## src/inc/pps_pkg.sv

```systemverilog
// Package of constants for the product position selector.
package pps_pkg;
  // ****************************************************************
  // Register map
  // ****************************************************************
  localparam logic [3:0] ADDR_MODE = 4'h0;
  localparam logic [3:0] ADDR_CODING = 4'h1;
  localparam logic [3:0] ADDR_POS_WIDTH = 4'h2;
  localparam logic [3:0] ADDR_PER_PRODUCT = 4'h3;
  localparam logic [3:0] ADDR_STATUS_IN = 4'h4;
  localparam logic [3:0] ADDR_TARGET = 4'h5;
  localparam logic [3:0] ADDR_ERRORS = 4'h6;
  localparam logic [3:0] ADDR_CONTROL = 4'h7;

  // ****************************************************************
  // Reset values and limits
  // ****************************************************************
  localparam logic [7:0] MODE_RESET = 8'h00;
  localparam logic [7:0] MODE_PRODUCT_SWITCH = 8'h02;
  localparam logic [7:0] CODING_RESET = 8'h00;
  localparam logic [7:0] POS_WIDTH_RESET = 8'h06;
  localparam logic [15:0] PER_PRODUCT_RESET = 16'h0032;
  localparam logic [15:0] MAX_ENTRIES = 16'h05dc;
  localparam logic [4:0] SELECT_LINES = 5'h10;
  localparam logic [3:0] BIN_WIDTH_MAX = 4'hf;
  localparam logic [1:0] BCD_DIGITS_MAX = 2'h3;

  // ****************************************************************
  // Status input bit positions
  // ****************************************************************
  localparam int ST_ALARM = 0;
  localparam int ST_READY = 1;
  localparam int ST_REACHED = 2;
  localparam int ST_HOMED = 3;
  localparam int ST_SERVO = 4;
  localparam int ST_PUSH_OK = 5;
  localparam int ST_PUSH_MISS = 6;
  localparam int ST_SYS_BAT = 7;
  localparam int ST_ENC_BAT = 8;

  // ****************************************************************
  // Settling time of the select lines before start
  // ****************************************************************
  localparam int SETTLE_US = 6000;
  localparam int CLK_MHZ = 10;
  localparam int SETTLE_CYCLES = SETTLE_US * CLK_MHZ;
endpackage

```

## src/design/pps_selector.sv

```systemverilog
// Product position selector: select line decode, start edge, status outputs.
// Contract
// Host settles select lines 6 ms before start rises.
// Coding value 0 means binary, nonzero means BCD; reset is binary.
// Position field width: 1..15 bits binary, 1..3 digits BCD.
// Product decoding works only when operation mode equals 2.
// Target = (product - 1) * positions per product + position.
// Position field on lowest lines, product field directly above.
// Target beyond 1500 entries raises point-number error.
// Position above positions per product is replaced by 1.
// Configurer keeps both field widths summed within 16 lines.
// Alarm output high when healthy, low on alarm.
// Ready output on once controller is ready.
// Target reached output once within positioning band.
// Homing done low after power-up, high after home return.
// Servo state output follows actual servo state.
// Push done on success, off when workpiece missed.
// System battery low output on low warning level.
// Encoder battery low output on low warning level.
// Move toward target begins on rising start request.
// Start before any homing raises home-incomplete error, no move.
// BCD: low four lines units digit, next four tens digit.
// Lines captured and target computed in the start edge cycle.
//
// The placing of the registers and the address-and-strobe port were decided locally.
module pps_selector #(
  parameter int SEL_W = 16
) (
  input wire logic clk_in,
  input wire logic sys_rst_in,
  input wire logic [3:0] addr_in,
  input wire logic [15:0] wdata_in,
  input wire logic wr_in,
  input wire logic rd_in,
  output logic [15:0] rdata_out,
  input wire logic start_request_in,
  input wire logic [15:0] select_line_in,
  input wire logic [8:0] status_pins_in,
  output logic move_start_out,
  output logic [15:0] target_out,
  output logic point_error_out,
  output logic home_error_out,
  output logic healthy_n_alarm_out,
  output logic ready_out,
  output logic target_reached_out,
  output logic homing_done_out,
  output logic servo_state_out,
  output logic push_done_out,
  output logic sys_battery_low_out,
  output logic encoder_battery_low_out
);
  initial begin
    if (SEL_W != 16) begin
      $error("pps_selector serves exactly sixteen select lines");
    end
  end

  // ****************************************************************
  // Input synchronisers
  // ****************************************************************
  // Select lines, start and status levels arrive from pins.
  logic [15:0] sel_s1, sel_s2;
  logic start_s1, start_s2, start_d;
  logic [8:0] st_s1, st_s2;

  // ****************************************************************
  // Configuration and result state
  // ****************************************************************
  logic [7:0] mode, coding, pos_width;
  logic [15:0] per_product;
  logic [8:0] stat_lvl;
  logic [7:0] next_mode, next_coding, next_pos_width;
  logic [15:0] next_per_product;
  logic [8:0] next_stat_lvl;
  logic [15:0] target, next_target;
  logic move, next_move, perr, next_perr, herr, next_herr;
  logic [15:0] rdata, next_rdata;
  logic homed_once, next_homed_once;
  logic push_q, next_push_q;

  // ****************************************************************
  // Field decode
  // ****************************************************************
  function automatic logic [15:0] bcd4(input logic [15:0] v,
                                       input logic [1:0] digits);
    logic [15:0] acc;
    acc = 16'h0000;
    if (digits >= 2'h3) begin
      acc = acc + 16'(v[11:8]) * 16'h0064;
    end
    if (digits >= 2'h2) begin
      acc = acc + 16'(v[7:4]) * 16'h000a;
    end
    acc = acc + 16'(v[3:0]);
    return acc;
  endfunction

  logic is_bcd;
  logic [4:0] pw_bits;
  logic [1:0] pw_digits;
  logic [15:0] pos_mask, pos_raw, prod_raw, pos_num, prod_num;
  logic [31:0] calc;
  logic cfg_ok;

  always_comb begin
    is_bcd = (coding != 8'h00);
    pw_digits = 2'(pos_width);
    pw_bits = is_bcd ? {1'b0, pw_digits, 2'b00} : 5'(pos_width);
    if (is_bcd) begin
      cfg_ok = (pos_width >= 8'h01) &&
               (pos_width <= 8'(pps_pkg::BCD_DIGITS_MAX));
    end else begin
      cfg_ok = (pos_width >= 8'h01) &&
               (pos_width <= 8'(pps_pkg::BIN_WIDTH_MAX));
    end
    pos_mask = 16'((17'h00001 << pw_bits) - 17'h00001);
    pos_raw = sel_s2 & pos_mask;
    prod_raw = sel_s2 >> pw_bits;
    if (is_bcd) begin
      pos_num = bcd4(pos_raw, pw_digits);
      prod_num = bcd4(prod_raw, 2'h3);
    end else begin
      pos_num = pos_raw;
      prod_num = prod_raw;
    end
    if (pos_num > per_product) begin
      pos_num = 16'h0001;
    end
    calc = 32'(prod_num - 16'h0001) * 32'(per_product) + 32'(pos_num);
  end

  // ****************************************************************
  // Next state
  // ****************************************************************
  logic start_rise;
  assign start_rise = start_s2 && !start_d;

  always_comb begin
    next_mode = mode;
    next_coding = coding;
    next_pos_width = pos_width;
    next_per_product = per_product;
    next_stat_lvl = st_s2;
    next_target = target;
    next_move = 1'b0;
    next_perr = perr;
    next_herr = herr;
    next_rdata = 16'h0000;
    next_homed_once = homed_once | st_s2[pps_pkg::ST_HOMED];
    next_push_q = push_q;
    if (st_s2[pps_pkg::ST_PUSH_OK]) begin
      next_push_q = 1'b1;
    end else if (st_s2[pps_pkg::ST_PUSH_MISS]) begin
      next_push_q = 1'b0;
    end
    if (wr_in) begin
      case (addr_in)
        pps_pkg::ADDR_MODE: next_mode = wdata_in[7:0];
        pps_pkg::ADDR_CODING: next_coding = wdata_in[7:0];
        pps_pkg::ADDR_POS_WIDTH: next_pos_width = wdata_in[7:0];
        pps_pkg::ADDR_PER_PRODUCT: next_per_product = wdata_in;
        pps_pkg::ADDR_CONTROL: begin
          if (wdata_in[0]) begin
            next_perr = 1'b0;
          end
          if (wdata_in[1]) begin
            next_herr = 1'b0;
          end
        end
        default: begin
        end
      endcase
    end
    // Start edge is accepted only in product switching mode.
    if (start_rise && mode == pps_pkg::MODE_PRODUCT_SWITCH) begin
      if (!homed_once) begin
        next_herr = 1'b1;
      end else if (!cfg_ok || prod_num == 16'h0000 ||
                   calc > 32'(pps_pkg::MAX_ENTRIES)) begin
        next_perr = 1'b1;
      end else begin
        next_target = 16'(calc);
        next_move = 1'b1;
      end
    end
    if (rd_in) begin
      case (addr_in)
        pps_pkg::ADDR_MODE: next_rdata = {8'h00, mode};
        pps_pkg::ADDR_CODING: next_rdata = {8'h00, coding};
        pps_pkg::ADDR_POS_WIDTH: next_rdata = {8'h00, pos_width};
        pps_pkg::ADDR_PER_PRODUCT: next_rdata = per_product;
        pps_pkg::ADDR_STATUS_IN: next_rdata = {7'h00, st_s2};
        pps_pkg::ADDR_TARGET: next_rdata = target;
        pps_pkg::ADDR_ERRORS: next_rdata = {13'h0000, homed_once, herr, perr};
        default: next_rdata = 16'h0000;
      endcase
    end
  end

  // ****************************************************************
  // Registers
  // ****************************************************************
  always_ff @(posedge clk_in or posedge sys_rst_in) begin
    if (sys_rst_in) begin
      sel_s1 <= 16'h0000;
      sel_s2 <= 16'h0000;
      start_s1 <= 1'b0;
      start_s2 <= 1'b0;
      start_d <= 1'b0;
      st_s1 <= 9'h000;
      st_s2 <= 9'h000;
      mode <= pps_pkg::MODE_RESET;
      coding <= pps_pkg::CODING_RESET;
      pos_width <= pps_pkg::POS_WIDTH_RESET;
      per_product <= pps_pkg::PER_PRODUCT_RESET;
      stat_lvl <= 9'h000;
      target <= 16'h0000;
      move <= 1'b0;
      perr <= 1'b0;
      herr <= 1'b0;
      rdata <= 16'h0000;
      homed_once <= 1'b0;
      push_q <= 1'b0;
    end else begin
      sel_s1 <= select_line_in;
      sel_s2 <= sel_s1;
      start_s1 <= start_request_in;
      start_s2 <= start_s1;
      start_d <= start_s2;
      st_s1 <= status_pins_in;
      st_s2 <= st_s1;
      mode <= next_mode;
      coding <= next_coding;
      pos_width <= next_pos_width;
      per_product <= next_per_product;
      stat_lvl <= next_stat_lvl;
      target <= next_target;
      move <= next_move;
      perr <= next_perr;
      herr <= next_herr;
      rdata <= next_rdata;
      homed_once <= next_homed_once;
      push_q <= next_push_q;
    end
  end

  // ****************************************************************
  // Outputs
  // ****************************************************************
  assign rdata_out = rdata;
  assign move_start_out = move;
  assign target_out = target;
  assign point_error_out = perr;
  assign home_error_out = herr;
  // Alarm is contact-B: high while no alarm is pending.
  assign healthy_n_alarm_out = ~stat_lvl[pps_pkg::ST_ALARM];
  assign ready_out = stat_lvl[pps_pkg::ST_READY];
  assign target_reached_out = stat_lvl[pps_pkg::ST_REACHED];
  assign homing_done_out = homed_once;
  assign servo_state_out = stat_lvl[pps_pkg::ST_SERVO];
  assign push_done_out = push_q;
  assign sys_battery_low_out = stat_lvl[pps_pkg::ST_SYS_BAT];
  assign encoder_battery_low_out = stat_lvl[pps_pkg::ST_ENC_BAT];
endmodule // pps_selector

```

## config.mk

```make
export PLATFORM = sky130hd
export DESIGN_NAME = pps_selector
export DESIGN_NICKNAME = d
export VERILOG_FILES = /design/src/inc/pps_pkg.sv /design/src/design/pps_selector.sv
export SDC_FILE = /design/constraint.sdc
export NUM_CORES = 1
export LEC_CHECK = 0
export BUFFER_PORTS_ARGS = -buffer_cell sky130_fd_sc_hd__buf_2
export CORE_UTILIZATION = 58
export CTS_CLUSTER_DIAMETER = 50
export DETAILED_ROUTE_END_ITERATION = 8
export MAX_ROUTING_LAYER = met4
export PLACE_DENSITY = 0.85
export SLEW_MARGIN = 0
export SYNTH_ARGS = -nofsm -noshare
export SYNTH_HDL_FRONTEND = slang
export SYNTH_SLANG_ARGS = --single-unit
```

## constraint.sdc

```tcl
create_clock -name clk_in -period 12.56 [get_ports clk_in]
set_input_delay 2.512 -clock clk_in [delete_from_list [all_inputs] [get_ports clk_in]]
set_output_delay 2.512 -clock clk_in [all_outputs]
set_load 0.03 [all_outputs]
```

==> impl_metrics.env <==
export IMPL_initial_core_util=0.5955
export IMPL_r2r_start="coding[7]"
export IMPL_ys_warnings_count=0
export IMPL_post_dp_hpwl_mm=48.65
export IMPL_stdcell_count=3050
export IMPL_clk_latency_ns=0.44
export IMPL_hold_class="flop to flop"
export IMPL_num_rows=67
export IMPL_synth_edf_count=0
export IMPL_status="finished, violations left"
export IMPL_ys_ff_latch=136
export IMPL_final_nets=3076
export IMPL_drt_iter0_drc=1971
export IMPL_skew_ns=0.01263
export IMPL_finalSetupViolations=18
export IMPL_synthFlopType="dfrtp_1"
export IMPL_dp_cells=2949
export IMPL_syn_nets=2720
export IMPL_syn_inst=2232
export IMPL_seq_area_frac_synth=0.1691
export IMPL_viasPerCell=6.374
export IMPL_cpMostUsedCell="fa_1"
export IMPL_dieWidth_um=188.5
export IMPL_setup_tns_ns=-9.393
export IMPL_cp_slowest_cell="fa_1"
export IMPL_layout_setup_ws_ns=-0.5841
export IMPL_clock_sinks=136
export IMPL_ant_nets=0
export IMPL_antenna_found_initial=0
export IMPL_min_to="sel_s2[0]"
export IMPL_syn_area_sq_um=20170
export IMPL_drive_gt1_frac=0.2891
export IMPL_maxSlewViolCount=0
export IMPL_tightestPinTransition_ns=1.206
export IMPL_required_ns=12.87
export IMPL_portBuffers=92
export IMPL_wl_mm=72.13
export IMPL_drt_pass1_iterations=9
export IMPL_pre_cts_slack_ns=-0.4024
export IMPL_gr_total_overflow=0
export IMPL_grt_pass1_vias=20170
export IMPL_period_needed_ns=13.14
export IMPL_wire_per_inst_um=23.65
export IMPL_grt_max_degree=80
export IMPL_reg2reg_depth=52
export IMPL_rsz0062_at_grt="true"
export IMPL_rrSetupSlack_ns=-0.58
export IMPL_cpLargestDelayFamily="adder cells"
export IMPL_crit_buf_inv=16
export IMPL_start_kind="flop"
export IMPL_syn2layout_area_growth_pct=25.69
export IMPL_violations="setup timing"
export IMPL_hold_violations=0
export IMPL_timing_final_crit_share=1.047
export IMPL_cpPeakStageDelay_ns=0.72
export IMPL_timing_fmax_ghz=0.07608
export IMPL_synth_distinct_cells=91
export IMPL_core_sq_um=33870
export IMPL_crit_type="flop to flop"
export IMPL_mostFrequentLayoutCells="375 x inv_1, 321 x buf_4, 278 x fa_1"
export IMPL_cts_tree="done"
export IMPL_avgSynthCellArea_sq_um=9.035
export IMPL_final_common_cell="inv_1"
export IMPL_slew_headroom=0.1962
export IMPL_grt_usage=0.3997
export IMPL_vias=19440
export IMPL_drc=0
export IMPL_drv_cap=0
export IMPL_numCtsBuffers=17
export IMPL_routabilityCongestion=1.040
export IMPL_ctsHtreeMaxLevel=4
export IMPL_clkTransAtPathRegs_ns=0.07
export IMPL_cts_root_buffer="clkbuf_16"
export IMPL_cp_end_kind="flop"
export IMPL_min_path_cells=0
export IMPL_async_reset_ff_frac=1.000
export IMPL_cts_max_path_buffers=2
export IMPL_hp_start="sel_s1[0]"
export IMPL_path_max_fanout=8
export IMPL_r2r_end="target_out[5]"
export IMPL_die_area_sq_um=35520
export IMPL_grt_pass1_wl_mm=107.1
export IMPL_crit_arrival_ns=13.46
export IMPL_ioPinCount=93
export IMPL_die_y_um=188.5
## final cells by class
cell class              instances  area (sq um)
diodes                          1         2.502
clock buffers                  17         425.4
clock inverters                15         172.7
fillers                      2122          8521
inverters                     390          1469
multi-input cells            1600         16030
flip-flops and latches        136          3411
well taps                     448         560.5
repair buffers                443          3281
## flip-flops by register name (all words and copies together) (netlist names), 6 cells and up
signal	cells
st_s1	9
rdata_out	16
sel_s1	16
coding	8
target_out	16
stat_lvl	6
per_product	16
next_stat_lvl	9
pos_width	8
mode	8
sel_s2	16
## timing repair
action / 4_1_cts / 5_1_grt
hold buffers: 0 / 0
resized for setup: 75 / 162
endpoints found under the setup margin: 18 / 18
pin swaps: 64 / 127
setup buffers: 30 / 39
cloned: 3 / 0
## worst reg2reg max path, delay by kind of cell, from the launching register on
kind,cells,cell delay (ns)
mux,2,0.44
xor+xnor,2,0.35
simple gates,12,2.79
flops,1,0.38
buf+inv,16,2.15
fa+ha+maj,11,4.87
compound gates,9,2.05
## metrics by stage
step | cell area (sq um) | utilization | hold slack, ns
floorplan | 20400 | - | 0.3312
detailed placement | 23200 | 0.6850 | 0.3347
global placement | 23200 | 0.6850 | 0.3322
CTS | 24420 | 0.7210 | 0.3506
global route | 25340 | 0.7483 | 0.3625
finish | 25350 | 0.7484 | 0.3497
## cell usage after synthesis, drive strengths merged, types with 8 or more instances
master  count  area share
mux2       56       0.031
or3         8      0.0025
ha        148       0.092
o211ai      9      0.0034
clkbuf     85       0.016
nand4      16      0.0057
nand2     250       0.048
buf        22      0.0060
dfrtp     131        0.16
nor2b      26      0.0081
a21o       11      0.0041
o21a       20      0.0074
a22oi      21      0.0085
xor2       26       0.011
o22ai       8      0.0025
nor2      112       0.021
xnor2      48       0.021
mux2i      27       0.013
and2      112       0.035
and3       15      0.0047
o21ai      70       0.017
a221oi     10      0.0047
inv       389       0.072
nor3       29      0.0078
nand2b     17      0.0053
a31oi      13      0.0040
nor4       21      0.0065
a211oi     12      0.0045
fa        290        0.29
nand3      31      0.0077
a21oi      78       0.020
## layer usage
layer  routed length, um  track usage  up-vias  share of wire
met4                5252       0.1923        0          0.073
met2               32820       0.6239     1653           0.45
li1                    -            -     7944              -
met3                8488      0.08400      529           0.12
met1               25570       0.4963     9315           0.35
met5                   0            -        -              0
## worst max path at each step
| stage | slack [ns] | end | cells past startpoint | startpoint |
|---|---|---|---|---|
| 2_1_floorplan | 0.002 | target_out[0] | 62 | coding[3] |
| 3_3_place_gp | -0.12 | target_out[5] | 50 | coding[3] |
| 3_5_place_dp | -0.40 | target_out[6] | 58 | coding[3] |
| 4_1_cts | 0.002 | target_out[9] | 57 | coding[4] |
| 5_1_grt | -0.92 | target_out[5] | 60 | coding[1] |
| 6_report | -0.58 | target_out[5] | 52 | coding[7] |
## logic make-up (layout without fill, tap and decap cells)
logic type	after synthesis	after routing	synth area share
XOR/XNOR	74	74	0.03214
other	0	1	0
AO/OA/AOI/OAI	331	331	0.1119
multiplexers	83	83	0.04467
AND/OR/NAND/NOR	673	674	0.1682
adder cells (fa/ha/maj)	438	438	0.3797
flip-flops	136	136	0.1691
buffers and inverters	497	865	0.09437
Power is not shown: default switching activity piles up to over one toggle a cycle in this logic, so the estimate is an artifact.
